`config.mk`:
```
export PLATFORM = sky130hd
export DESIGN_NAME = ampctl_top
export DESIGN_NICKNAME = d
export VERILOG_FILES = /design/src/core/ampctl_pkg.sv /design/src/core/ampctl_top.sv
export SDC_FILE = /design/constraint.sdc
export NUM_CORES = 1
export LEC_CHECK = 0
export ABC_AREA = 1
export CELL_PAD_IN_SITES_DETAIL_PLACEMENT = 0
export CELL_PAD_IN_SITES_GLOBAL_PLACEMENT = 1
export CORE_MARGIN = 2
export CORE_UTILIZATION = 41
export DETAILED_ROUTE_END_ITERATION = 8
export DONT_BUFFER_PORTS = 1
export PLACE_DENSITY_LB_ADDON = 0.1
export REMOVE_ABC_BUFFERS = 1
export SETUP_SLACK_MARGIN = 0.4
export SKIP_LAST_GASP = 1
export SLEW_MARGIN = 20
export SYNTH_ARGS = -nofsm -noshare
export SYNTH_HDL_FRONTEND = slang
export SYNTH_SLANG_ARGS = --single-unit
```
`constraint.sdc`:
```
create_clock -name i_clock -period 6.32 [get_ports i_clock]
set_input_delay 0 -clock i_clock [delete_from_list [all_inputs] [get_ports i_clock]]
set_output_delay 0 -clock i_clock [all_outputs]
set_load 0.03 [all_outputs]
```
`src/core/ampctl_pkg.sv`:
```
// Package: register map, field positions and decode codes for the amplifier control bank
package ampctl_pkg;

    // ------------------------------------------------------------
    // Register word indices
    // ------------------------------------------------------------
    // Printed offsets are not all multiples of four: they are indices, byte address = 4 * index
    localparam logic [11:0] IDX_CONTROL_MAIN   = 12'h90c;
    localparam logic [11:0] IDX_GAIN_NEG_PIN   = 12'h90d;
    localparam logic [11:0] IDX_CHANNEL_SELECT = 12'h90e;
    localparam logic [11:0] IDX_FEEDBACK_POS   = 12'h90f;
    localparam logic [11:0] IDX_OVERRIDE_CTRL  = 12'h910;
    localparam int          ADDR_W             = 14;

    // ------------------------------------------------------------
    // Reset values
    // ------------------------------------------------------------
    localparam logic [7:0] RST_CONTROL_MAIN  = 8'h00;
    localparam logic [7:0] RST_OTHER         = 8'h00;
    localparam logic [7:0] RST_OVERRIDE_CTRL = 8'h00;
    localparam logic [7:0] MASK_CONTROL_MAIN = 8'hab;

    // ------------------------------------------------------------
    // Field positions
    // ------------------------------------------------------------
    localparam int BIT_ENABLE        = 7;
    localparam int BIT_CHARGE_PUMP   = 5;
    localparam int BIT_UNITY         = 3;
    localparam int LSB_SOFT_OUT      = 0;
    localparam int LSB_GAIN          = 4;
    localparam int BIT_LADDER        = 3;
    localparam int LSB_NEG_PIN       = 0;
    localparam int LSB_INV_SRC       = 4;
    localparam int LSB_NONINV_SRC    = 0;
    localparam int LSB_FEEDBACK      = 6;
    localparam int LSB_POS_PIN       = 0;
    localparam int BIT_OVR_ENABLE    = 7;
    localparam int LSB_OVR_HIGH      = 4;
    localparam int BIT_OVR_POLARITY  = 3;
    localparam int LSB_OVR_LOW       = 0;

    // ------------------------------------------------------------
    // Codes
    // ------------------------------------------------------------
    localparam logic [1:0] SOC_NORMAL   = 2'h0;
    localparam logic [1:0] SOC_RAIL_LO  = 2'h1;
    localparam logic [1:0] SOC_RAIL_HI  = 2'h2;
    localparam logic [2:0] OVR_USER     = 3'h0;
    localparam logic [2:0] OVR_UNITY    = 3'h4;
    localparam logic [2:0] OVR_RAIL     = 3'h7;
    localparam logic [2:0] NEG_PIN_MAX  = 3'h3;
    localparam logic [2:0] NEG_GROUND   = 3'h7;
    localparam logic [2:0] SRC_NONE     = 3'h0;
    localparam logic [2:0] SRC_LADDER   = 3'h1;
    localparam logic [2:0] SRC_PIN      = 3'h2;
    localparam logic [2:0] SRC_HALF     = 3'h3;
    localparam logic [2:0] SRC_CONV1    = 3'h4;
    localparam logic [2:0] SRC_CONV2    = 3'h5;
    localparam logic [1:0] FB_NONE      = 2'h0;
    localparam logic [1:0] FB_SUPPLY    = 2'h1;
    localparam logic [1:0] FB_OUT_PIN   = 2'h2;

    // Decoded operating mode driven to the analog block
    typedef enum logic [1:0]
    {
        AMPCTL_MODE_USER     = 2'h0,
        AMPCTL_MODE_UNITY    = 2'h1,
        AMPCTL_MODE_RAIL_LO  = 2'h2,
        AMPCTL_MODE_RAIL_HI  = 2'h3
    } ampctl_mode_t;

    // AXI responses
    localparam logic [1:0] RESP_OKAY   = 2'h0;
    localparam logic [1:0] RESP_SLVERR = 2'h2;

endpackage

```
`src/core/ampctl_top.sv`:
```
// Amplifier control register bank with AXI4-Lite slave and mode decode
//
// The AXI4-Lite register port was decided locally.
`timescale 1ns/1ps

module ampctl_top
(
    // Clock and reset
    input  wire logic                      i_clock,
    input  wire logic                      i_rst,
    // AXI4-Lite write address and data
    input  wire logic [ampctl_pkg::ADDR_W-1:0] i_awaddr,
    input  wire logic                      i_awvalid,
    output logic                           o_awready,
    input  wire logic [31:0]               i_wdata,
    input  wire logic [3:0]                i_wstrb,
    input  wire logic                      i_wvalid,
    output logic                           o_wready,
    output logic [1:0]                     o_bresp,
    output logic                           o_bvalid,
    input  wire logic                      i_bready,
    // AXI4-Lite read
    input  wire logic [ampctl_pkg::ADDR_W-1:0] i_araddr,
    input  wire logic                      i_arvalid,
    output logic                           o_arready,
    output logic [31:0]                    o_rdata,
    output logic [1:0]                     o_rresp,
    output logic                           o_rvalid,
    input  wire logic                      i_rready,
    // Override source and converter routing
    input  wire logic                      i_override,
    input  wire logic                      i_conv_feed,
    input  wire logic [1:0]                i_conv_pos_pin,
    input  wire logic [2:0]                i_conv_neg_pin,
    // Analog controls
    output logic                           o_amp_enable,
    output logic                           o_charge_pump_on,
    output ampctl_pkg::ampctl_mode_t       o_mode,
    output logic [2:0]                     o_gain_sel,
    output logic                           o_ladder_enable,
    output logic [2:0]                     o_neg_pin_sel,
    output logic [2:0]                     o_inv_source_sel,
    output logic [2:0]                     o_noninv_source_sel,
    output logic [1:0]                     o_feedback_mode_sel,
    output logic [1:0]                     o_pos_pin_sel,
    output logic                           o_out_pin_owned
);

    // ------------------------------------------------------------
    // Registers
    // ------------------------------------------------------------
    logic [7:0] ctrl_main_q;
    logic [7:0] gain_neg_q;
    logic [7:0] chan_sel_q;
    logic [7:0] fb_pos_q;
    logic [7:0] ovr_ctrl_q;

    // ------------------------------------------------------------
    // Write channel
    // ------------------------------------------------------------
    logic [ampctl_pkg::ADDR_W-1:0] aw_addr_q;
    logic                          aw_have_q;
    logic [31:0]                   w_data_q;
    logic [3:0]                    w_strb_q;
    logic                          w_have_q;
    logic                          wr_go;
    logic [11:0]                   wr_idx;
    logic                          wr_hit;

    assign wr_go  = aw_have_q && w_have_q && !o_bvalid;
    assign wr_idx = aw_addr_q[ampctl_pkg::ADDR_W-1:2];
    assign wr_hit = (aw_addr_q[1:0] == 2'h0)
                 && (wr_idx >= ampctl_pkg::IDX_CONTROL_MAIN)
                 && (wr_idx <= ampctl_pkg::IDX_OVERRIDE_CTRL);

    always_ff @(posedge i_clock or posedge i_rst)
    begin
        if (i_rst)
        begin
            aw_have_q <= 1'b0;
            aw_addr_q <= '0;
            o_awready <= 1'b0;
        end
        else if (o_awready && i_awvalid)
        begin
            aw_have_q <= 1'b1;
            aw_addr_q <= i_awaddr;
            o_awready <= 1'b0;
        end
        else if (wr_go)
        begin
            aw_have_q <= 1'b0;
        end
        else
        begin
            o_awready <= !aw_have_q && !o_bvalid;
        end
    end

    always_ff @(posedge i_clock or posedge i_rst)
    begin
        if (i_rst)
        begin
            w_have_q <= 1'b0;
            w_data_q <= '0;
            w_strb_q <= '0;
            o_wready <= 1'b0;
        end
        else if (o_wready && i_wvalid)
        begin
            w_have_q <= 1'b1;
            w_data_q <= i_wdata;
            w_strb_q <= i_wstrb;
            o_wready <= 1'b0;
        end
        else if (wr_go)
        begin
            w_have_q <= 1'b0;
        end
        else
        begin
            o_wready <= !w_have_q && !o_bvalid;
        end
    end

    always_ff @(posedge i_clock or posedge i_rst)
    begin
        if (i_rst)
        begin
            o_bvalid <= 1'b0;
            o_bresp  <= ampctl_pkg::RESP_OKAY;
        end
        else if (wr_go)
        begin
            o_bvalid <= 1'b1;
            o_bresp  <= wr_hit ? ampctl_pkg::RESP_OKAY : ampctl_pkg::RESP_SLVERR;
        end
        else if (i_bready)
        begin
            o_bvalid <= 1'b0;
        end
    end

    // Register store; only byte lane 0 carries data, reserved bits of the main register stay 0
    always_ff @(posedge i_clock or posedge i_rst)
    begin
        if (i_rst)
        begin
            ctrl_main_q <= ampctl_pkg::RST_CONTROL_MAIN;
            gain_neg_q  <= ampctl_pkg::RST_OTHER;
            chan_sel_q  <= ampctl_pkg::RST_OTHER;
            fb_pos_q    <= ampctl_pkg::RST_OTHER;
            ovr_ctrl_q  <= ampctl_pkg::RST_OVERRIDE_CTRL;
        end
        else if (wr_go && wr_hit && w_strb_q[0])
        begin
            unique case (wr_idx)
                ampctl_pkg::IDX_CONTROL_MAIN:
                    ctrl_main_q <= w_data_q[7:0] & ampctl_pkg::MASK_CONTROL_MAIN;
                ampctl_pkg::IDX_GAIN_NEG_PIN:   gain_neg_q <= w_data_q[7:0];
                ampctl_pkg::IDX_CHANNEL_SELECT: chan_sel_q <= w_data_q[7:0];
                ampctl_pkg::IDX_FEEDBACK_POS:   fb_pos_q   <= w_data_q[7:0];
                default:                        ovr_ctrl_q <= w_data_q[7:0];
            endcase
        end
    end

    // ------------------------------------------------------------
    // Read channel
    // ------------------------------------------------------------
    logic [11:0] rd_idx;
    logic [7:0]  rd_byte;
    logic        rd_hit;

    assign rd_idx = i_araddr[ampctl_pkg::ADDR_W-1:2];
    assign rd_hit = (i_araddr[1:0] == 2'h0)
                 && (rd_idx >= ampctl_pkg::IDX_CONTROL_MAIN)
                 && (rd_idx <= ampctl_pkg::IDX_OVERRIDE_CTRL);

    always_comb
    begin
        unique case (rd_idx)
            ampctl_pkg::IDX_CONTROL_MAIN:   rd_byte = ctrl_main_q;
            ampctl_pkg::IDX_GAIN_NEG_PIN:   rd_byte = gain_neg_q;
            ampctl_pkg::IDX_CHANNEL_SELECT: rd_byte = chan_sel_q;
            ampctl_pkg::IDX_FEEDBACK_POS:   rd_byte = fb_pos_q;
            ampctl_pkg::IDX_OVERRIDE_CTRL:  rd_byte = ovr_ctrl_q;
            default:                        rd_byte = 8'h00;
        endcase
    end

    always_ff @(posedge i_clock or posedge i_rst)
    begin
        if (i_rst)
        begin
            o_arready <= 1'b0;
            o_rvalid  <= 1'b0;
            o_rdata   <= '0;
            o_rresp   <= ampctl_pkg::RESP_OKAY;
        end
        else if (o_arready && i_arvalid)
        begin
            o_arready <= 1'b0;
            o_rvalid  <= 1'b1;
            o_rdata   <= {24'h000000, rd_hit ? rd_byte : 8'h00};
            o_rresp   <= rd_hit ? ampctl_pkg::RESP_OKAY : ampctl_pkg::RESP_SLVERR;
        end
        else if (o_rvalid)
        begin
            if (i_rready)
            begin
                o_rvalid <= 1'b0;
            end
        end
        else
        begin
            o_arready <= 1'b1;
        end
    end

    // ------------------------------------------------------------
    // Override synchroniser and mode decode
    // ------------------------------------------------------------
    logic       ovr_meta_q;
    logic       ovr_sync_q;
    logic       ovr_level;
    logic [2:0] ovr_cfg;
    ampctl_pkg::ampctl_mode_t mode_d;

    always_ff @(posedge i_clock or posedge i_rst)
    begin
        if (i_rst)
        begin
            ovr_meta_q <= 1'b0;
            ovr_sync_q <= 1'b0;
        end
        else
        begin
            ovr_meta_q <= i_override;
            ovr_sync_q <= ovr_meta_q;
        end
    end

    assign ovr_level = ovr_sync_q ^ ovr_ctrl_q[ampctl_pkg::BIT_OVR_POLARITY];
    assign ovr_cfg   = ovr_level ? ovr_ctrl_q[ampctl_pkg::LSB_OVR_HIGH +: 3]
                                 : ovr_ctrl_q[ampctl_pkg::LSB_OVR_LOW +: 3];

    always_comb
    begin
        mode_d = ampctl_pkg::AMPCTL_MODE_USER;
        if (ovr_ctrl_q[ampctl_pkg::BIT_OVR_ENABLE])
        begin
            // Reserved override codes fall back to user feedback
            unique case (ovr_cfg)
                ampctl_pkg::OVR_UNITY: mode_d = ampctl_pkg::AMPCTL_MODE_UNITY;
                ampctl_pkg::OVR_RAIL:
                    mode_d = ovr_level ? ampctl_pkg::AMPCTL_MODE_RAIL_HI
                                       : ampctl_pkg::AMPCTL_MODE_RAIL_LO;
                default:               mode_d = ampctl_pkg::AMPCTL_MODE_USER;
            endcase
        end
        else
        begin
            unique case (ctrl_main_q[ampctl_pkg::LSB_SOFT_OUT +: 2])
                ampctl_pkg::SOC_RAIL_LO: mode_d = ampctl_pkg::AMPCTL_MODE_RAIL_LO;
                ampctl_pkg::SOC_RAIL_HI: mode_d = ampctl_pkg::AMPCTL_MODE_RAIL_HI;
                default:
                    mode_d = ctrl_main_q[ampctl_pkg::BIT_UNITY]
                           ? ampctl_pkg::AMPCTL_MODE_UNITY
                           : ampctl_pkg::AMPCTL_MODE_USER;
            endcase
        end
    end

    // ------------------------------------------------------------
    // Source selections with reserved-code cleanup
    // ------------------------------------------------------------
    logic [2:0] neg_raw;
    logic [2:0] inv_raw;
    logic [2:0] non_raw;
    logic [1:0] fb_raw;
    logic [2:0] neg_d;
    logic [2:0] inv_d;
    logic [2:0] non_d;
    logic [1:0] fb_d;
    logic [1:0] pos_d;

    assign neg_raw = i_conv_feed ? i_conv_neg_pin
                                 : gain_neg_q[ampctl_pkg::LSB_NEG_PIN +: 3];
    assign pos_d   = i_conv_feed ? i_conv_pos_pin
                                 : fb_pos_q[ampctl_pkg::LSB_POS_PIN +: 2];
    assign inv_raw = chan_sel_q[ampctl_pkg::LSB_INV_SRC +: 3];
    assign non_raw = chan_sel_q[ampctl_pkg::LSB_NONINV_SRC +: 3];
    assign fb_raw  = fb_pos_q[ampctl_pkg::LSB_FEEDBACK +: 2];

    // Reserved codes collapse to the zero setting so the analog side never sees them
    assign neg_d = (neg_raw <= ampctl_pkg::NEG_PIN_MAX || neg_raw == ampctl_pkg::NEG_GROUND)
                 ? neg_raw : 3'h0;
    assign inv_d = (inv_raw == ampctl_pkg::SRC_HALF || inv_raw > ampctl_pkg::SRC_CONV2)
                 ? ampctl_pkg::SRC_NONE : inv_raw;
    assign non_d = (non_raw > ampctl_pkg::SRC_CONV2) ? ampctl_pkg::SRC_NONE : non_raw;
    assign fb_d  = (fb_raw == ampctl_pkg::FB_NONE || fb_raw == ampctl_pkg::FB_SUPPLY
                 || fb_raw == ampctl_pkg::FB_OUT_PIN) ? fb_raw : ampctl_pkg::FB_NONE;

    // ------------------------------------------------------------
    // Registered analog controls
    // ------------------------------------------------------------
    always_ff @(posedge i_clock or posedge i_rst)
    begin
        if (i_rst)
        begin
            o_amp_enable        <= 1'b0;
            o_charge_pump_on    <= 1'b0;
            o_mode              <= ampctl_pkg::AMPCTL_MODE_USER;
            o_gain_sel          <= 3'h0;
            o_ladder_enable     <= 1'b0;
            o_neg_pin_sel       <= 3'h0;
            o_inv_source_sel    <= 3'h0;
            o_noninv_source_sel <= 3'h0;
            o_feedback_mode_sel <= 2'h0;
            o_pos_pin_sel       <= 2'h0;
            o_out_pin_owned     <= 1'b0;
        end
        else
        begin
            o_amp_enable        <= ctrl_main_q[ampctl_pkg::BIT_ENABLE];
            o_charge_pump_on    <= ctrl_main_q[ampctl_pkg::BIT_CHARGE_PUMP];
            o_mode              <= mode_d;
            o_gain_sel          <= gain_neg_q[ampctl_pkg::LSB_GAIN +: 3];
            o_ladder_enable     <= gain_neg_q[ampctl_pkg::BIT_LADDER];
            o_neg_pin_sel       <= neg_d;
            o_inv_source_sel    <= inv_d;
            o_noninv_source_sel <= non_d;
            o_feedback_mode_sel <= fb_d;
            o_pos_pin_sel       <= pos_d;
            // Enabled amplifier or converter route keeps the output pin from general I/O
            o_out_pin_owned     <= ctrl_main_q[ampctl_pkg::BIT_ENABLE] || i_conv_feed;
        end
    end
endmodule

```
==> results.sh, run 1 <==
export IMPL_whs_path_depth=2
export IMPL_layout_commonest_cell="nand2_1"
export IMPL_cts_buffer_depth=2
export IMPL_grtUsageTotal=0.192
export IMPL_synthCells=535
export IMPL_io_buffers=0
export IMPL_drt_total_wl_mm=10.8
export IMPL_drc=0
export IMPL_synthDominantCellAreaShare=0.549
export IMPL_yosys_warnings=0
export IMPL_grt_pass1_vias=3508
export IMPL_postRouteAntennaNets=0
export IMPL_setup_tns_ns=0
export IMPL_hold_viol_final=0
export IMPL_place_inst=663
export IMPL_grt_max_degree=65
export IMPL_num_vias=3566
export IMPL_first_pass_iters=4
export IMPL_layout_min_cycle_time_ns=2.06
export IMPL_h_tree_depth=3
export IMPL_max_cap_violations=0
export IMPL_p_leak_uw=0.00266
export IMPL_root_buffer="clkbuf_8"
export IMPL_yosysSeqAreaShare=0.549
export IMPL_die_h_um=110
export IMPL_mostFrequentLayoutCells="139 x nand2_1, 101 x dfrtp_1, 58 x nor2_1"
export IMPL_postSynthAreaPerCell_sq_um=8.61
export IMPL_diodes=0
export IMPL_gr_total_overflow=0
export IMPL_crit_path_end_kind="flip-flop"
export IMPL_ff2ff_setup_slack_ns=4.26
export IMPL_min_period_over_period=0.325
export IMPL_cp_arrival_ns=2.29
export IMPL_die_x_um=110
export IMPL_synth_edf_count=0
export IMPL_required_ns=6.56
export IMPL_clk_pin_slew_ns=0.10
export IMPL_core_area_sq_um=10900
export IMPL_instances_no_fill=719
export IMPL_area_growth_syn_to_layout_pct=12.9
export IMPL_avgRoutedWirePerCell_um=15.0
export IMPL_final_nets=653
export IMPL_stdcell_area_sq_um=5200
export IMPL_io_pins=141
export IMPL_clk_latency_ns=0.37
export IMPL_max_vdd_ir_drop_mv=0.200
export IMPL_hp_class="input pin to flip-flop"
export IMPL_r2r_start="o_bvalid$_DFFE_PP0P_"
export IMPL_numCtsBuffers=9
export IMPL_cts_setup_buffers=0
export IMPL_slew_headroom=0.473
export IMPL_synthTopCellsByArea="dfrtp_1 55%, nand2_1 11%, nor2_1 4.7%"
export IMPL_rr_endpoint="ovr_ctrl_q[3]$_DFFE_PP0P_"
export IMPL_synth_async_sr_flop_share=1.00
export IMPL_worst_slew_pin_slew_ns=0.790
export IMPL_crit_path_end="ovr_ctrl_q[3]$_DFFE_PP0P_"
export IMPL_rsz0062_at_grt="no"
export IMPL_cp_start_kind="flip-flop"
export IMPL_dpl_cell_area_sq_um=4620
export IMPL_fin_worst_skew_ns=0.0113
export IMPL_synth_top_area_cell="dfrtp_1"
export IMPL_worst_r2r_cell_count=6
export IMPL_layout_drive_gt1_share=0.0674
export IMPL_clock_fmax_mhz=486
export IMPL_powerDensity_nw_per_um2=293
export IMPL_antenna_found_initial=0
export IMPL_dieArea_sq_um=12100
export IMPL_start_util=0.423
export IMPL_worstSetupPathType="flip-flop to flip-flop"
export IMPL_num_fill_cells=1083
export IMPL_status="finished clean"
export IMPL_finalSetupViolations=0
export IMPL_cts_sinks=101
export IMPL_cts_tree="yes"
export IMPL_fin_util=0.477
export IMPL_drt_iter0_markers=139
export IMPL_rows=38
export IMPL_worstPathMaxFanout=20
export IMPL_dp_hpwl_mm=7.62
export IMPL_critPathLaunch="o_bvalid$_DFFE_PP0P_"
export IMPL_gp_congestion=0.809
export IMPL_drt_vias_per_instance=4.96
export IMPL_synth_distinct_cells=33
export IMPL_ys_ff_latch=101
export IMPL_synthesis_area_sq_um=4600
export IMPL_synth_main_ff_cell="dfrtp_1"
export IMPL_slew_violations=0
export IMPL_grt_pass1_wl_mm=17.4
## layer usage
metal | vias to the layer above | part of all wire | GRT usage | wire length (um)
li1 | 1747 | - | - | -
met1 | 1713 | 0.45 | 0.256 | 4910
met2 | 97 | 0.48 | 0.313 | 5220
met3 | 9 | 0.053 | 0.0376 | 567
met4 | 0 | 0.0091 | 0.0624 | 98
met5 | - | 0 | 0 | 0
## synthesized netlist by cell type, types with 5 or more instances
cell type and count:
clkbuf_1 7, o21bai_1 5, nor3_1 20, inv_1 45, o21ai_0 38, nand3_1 29, nand4_1 23, buf_4 26
nor2_1 58, dfrtp_1 101, nand2_1 139
## worst min path at each step
stage / start / end / slack [ns]
after floorplan: i_override / ovr_meta_q$_DFF_PP0_ / 0.03
after global placement: i_rst / o_noninv_source_sel[2]$_DFF_PP0_ / -0.07
after detailed placement: i_rst / o_feedback_mode_sel[0]$_DFF_PP0_ / -0.06
after CTS: i_arvalid / o_rdata[4]$_DFFE_PP0P_ / 0.02
after global routing: i_arvalid / o_rdata[1]$_DFFE_PP0P_ / 0.04
final: i_wvalid / w_have_q$_DFFE_PP0P_ / 0.03
## registers in the layout (all words and copies together) (netlist names), 2 cells and up
name	flops
ovr_ctrl_q	8
o_feedback_mode_sel	2
chan_sel_q	8
gain_neg_q	8
aw_addr_q	14
o_pos_pin_sel	2
o_mode	2
o_noninv_source_sel	3
o_inv_source_sel	3
ctrl_main_q	5
o_rdata	8
w_data_q	8
fb_pos_q	8
o_gain_sel	3
o_neg_pin_sel	3
## stage by stage
step           hold slack [ns]  power [uW]  setup slack, ns
2_1_floorplan           0.0314        1030             3.67
3_3_place_gp           -0.0744        1110             4.28
6_report                0.0272        1520             4.26
5_1_grt                 0.0398        1620             4.04
3_5_place_dp           -0.0603        1120             4.26
4_1_cts                 0.0163        1540             4.24
## logic make-up (layout without fill, tap and decap cells)
family,count (synthesis),count (layout),share of synthesized area
compound gates,51,51,0.0595
fa+ha+maj,1,1,0.00272
buf+inv,90,109,0.101
flops,101,101,0.549
simple gates,287,287,0.278
xor+xnor,1,1,0.00190
other cells,1,26,0.000814
mux,3,3,0.00652
## worst max-delay path: stages (launching register included)
cell and delay (ns):
dfrtp_1 0.56, nor2_4 0.22, nand3_1 0.10, nor2_2 0.16, nand2_2 0.33, nor2_4 0.40
o21ai_0 0.14
## layout make-up
type | count | area, sq um | area share
Inverter | 51 | 199 | 0.0383
Clock inverter | 6 | 47.5 | 0.00915
Multi-Input combinational cell | 369 | 1700 | 0.328
Sequential cell | 101 | 2530 | 0.486
Clock buffer | 10 | 128 | 0.0246
Timing Repair Buffer | 42 | 415 | 0.0799
Tap cell | 140 | 175 | 0.0337
## timing repair
item | in CTS | in global routing
hold endpoints to repair | 70 | 0
gates resized for setup | 0 | 0
hold buffers | 40 | 0
## power by group
group | switching (uW) | internal, uW
Clock | 230 | 147
Combinational | 165 | 101
Sequential | 141 | 739
Note: power is estimated with default switching activity, not from simulation.
==> run 2: changes to the inputs <==
clock period = 2.15 ns   (was 6.32 ns; I/O delays follow)
==> results.sh, run 2 (synthesis results as in run 1) <==
export IMPL_status="finished clean"
export IMPL_power_switching_uw=1620
export IMPL_fin_util=0.501
export IMPL_die_h_um=110
export IMPL_hold_viol_final=0
export IMPL_dieArea_sq_um=12100
export IMPL_clk_pin_slew_ns=0.10
export IMPL_postRouteAntennaNets=0
export IMPL_drt_iter0_markers=173
export IMPL_worst_r2r_cell_count=9
export IMPL_max_cap_violations=0
export IMPL_hp_class="input pin to flip-flop"
export IMPL_p_leak_uw=0.00278
export IMPL_core_area_sq_um=10900
export IMPL_pwr_share_comb=0.192
export IMPL_first_pass_iters=6
export IMPL_clock_fmax_mhz=600
export IMPL_antenna_found_initial=0
export IMPL_io_buffers=0
export IMPL_slew_headroom=0.603
export IMPL_start_util=0.423
export IMPL_cts_buffer_depth=2
export IMPL_numCtsBuffers=9
export IMPL_drt_vias_per_instance=5.01
export IMPL_largest_reg_flops=14
export IMPL_grt_max_degree=36
export IMPL_final_nets=670
export IMPL_gr_total_overflow=0
export IMPL_fin_worst_skew_ns=0.0161
export IMPL_finalSetupViolations=0
export IMPL_num_fill_cells=1056
export IMPL_p_clk_frac=0.262
export IMPL_powerDensity_nw_per_um2=867
export IMPL_crit_path_end_kind="flip-flop"
export IMPL_area_growth_syn_to_layout_pct=18.4
export IMPL_ff2ff_setup_slack_ns=0.48
export IMPL_grt_pass1_wl_mm=17.7
export IMPL_regMostFlops="aw_addr_q"
export IMPL_layout_min_cycle_time_ns=1.67
export IMPL_setup_slack_ns=0.484
export IMPL_grt_pass1_vias=3547
export IMPL_required_ns=2.41
export IMPL_max_vdd_ir_drop_mv=0.656
export IMPL_worst_slew_pin_slew_ns=0.590
export IMPL_seqPwrFrac=0.546
export IMPL_cts_sinks=101
export IMPL_critPathLaunch="aw_addr_q[2]$_DFFE_PP0P_"
export IMPL_whs_path_depth=3
export IMPL_worstSetupPathType="flip-flop to flip-flop"
export IMPL_dpl_cell_area_sq_um=4690
export IMPL_diodes=0
export IMPL_power_switching_share=0.344
export IMPL_drc=0
export IMPL_cp_arrival_ns=1.93
export IMPL_setup_tns_ns=0
export IMPL_layout_commonest_cell="nand2_1"
export IMPL_min_to="o_neg_pin_sel[2]$_DFF_PP0_"
export IMPL_rsz0062_at_grt="yes"
export IMPL_rows=38
export IMPL_r2r_start="aw_addr_q[2]$_DFFE_PP0P_"
export IMPL_layout_drive_gt1_share=0.121
export IMPL_h_tree_depth=3
export IMPL_stdcell_area_sq_um=5450
export IMPL_die_x_um=110
export IMPL_root_buffer="clkbuf_8"
export IMPL_min_period_over_period=0.775
export IMPL_worstPathMaxFanout=7
export IMPL_rr_endpoint="gain_neg_q[3]$_DFFE_PP0P_"
export IMPL_dp_hpwl_mm=7.78
export IMPL_gp_congestion=0.808
export IMPL_drt_total_wl_mm=11.2
export IMPL_p_int_uw=3100
export IMPL_avgRoutedWirePerCell_um=15.2
export IMPL_worstHoldStart="i_conv_neg_pin[2]"
export IMPL_cts_tree="yes"
export IMPL_io_pins=141
export IMPL_cp_start_kind="flip-flop"
export IMPL_grtUsageTotal=0.196
export IMPL_num_vias=3686
export IMPL_slew_violations=0
export IMPL_clk_latency_ns=0.38
export IMPL_mostFrequentLayoutCells="137 x nand2_1, 100 x dfrtp_1, 55 x nor2_1"
export IMPL_pre_cts_slack_ns=0.299
[run 2: cell types whose count changed in the layout (fill, tap and decap cells not counted), sizes merged]
cell,before,now
buf,2,21
bufinv,0,1
clkbuf,10,11
clkinvlp,3,2
dlygate4sd3,40,36
dlymetal6s4s,0,1
inv,52,50
nand2,142,143
[run 2: layout make-up]
| cell class | count | area, sq um | area share |
|---|---|---|---|
| Inverter | 51 | 205 | 0.0376 |
| Timing Repair Buffer | 58 | 556 | 0.102 |
| Tap cell | 140 | 175 | 0.0321 |
| Sequential cell | 101 | 2530 | 0.464 |
| Clock inverter | 4 | 47.5 | 0.00872 |
| Multi-Input combinational cell | 370 | 1790 | 0.328 |
| Clock buffer | 11 | 151 | 0.0278 |
[run 2: metrics by stage]
step | instances | hold slack [ns] | power, uW
after floorplan | 521 | 0.0314 | 3040
after global placement | 670 | -0.114 | 3300
after detailed placement | 670 | -0.110 | 3330
after CTS | 723 | 0.0241 | 4630
after global routing | 735 | 0.0901 | 5000
final | 735 | 0.0428 | 4720
[run 2: worst max-delay path by stage]
stage	end	slack, ns	cells after the start
2_1_floorplan	aw_addr_q[0]$_DFFE_PP0P_	-0.50	1
3_5_place_dp	ovr_ctrl_q[7]$_DFFE_PP0P_	0.30	8
3_3_place_gp	ctrl_main_q[1]$_DFFE_PP0P_	0.32	10
4_1_cts	ctrl_main_q[0]$_DFFE_PP0P_	0.41	10
5_1_grt	chan_sel_q[1]$_DFFE_PP0P_	0.38	10
6_report	gain_neg_q[3]$_DFFE_PP0P_	0.48	9
[run 2: power by group through the flow]
stage	registers [uW]	logic, uW	clock network, uW
final	2580	906	1240
after global placement	2600	707	0
after global routing	2620	1040	1340
after detailed placement	2600	726	0
after floorplan	2490	547	0
after CTS	2570	791	1270
[run 2: layer usage]
layer | vias up | track usage | wire (um)
met2 | 108 | 0.323 | 5400
li1 | 1784 | - | -
met4 | 0 | 0.0732 | 174
met1 | 1781 | 0.260 | 5030
met3 | 13 | 0.0294 | 590
met5 | - | 0 | 0
[run 2: timing repair]
item / CTS / global route
pin swaps: 1 / 8
buffers inserted: 1 / 11
endpoints found under the setup margin: 30 / 40
gates cloned: 0 / 1
endpoints found under the hold margin: 143 / 0
gates resized for setup: 1 / 20
hold buffers: 37 / 0
[run 2: worst max-delay path: stages (launching register included)]
cell and delay, ns:
dfrtp_2 0.42, inv_2 0.06, nand2_2 0.05, o21ai_1 0.14, nand2_1 0.10, nor2_4 0.23, nand2_8 0.13, buf_4 0.20
nor3_1 0.14, nor2_1 0.07
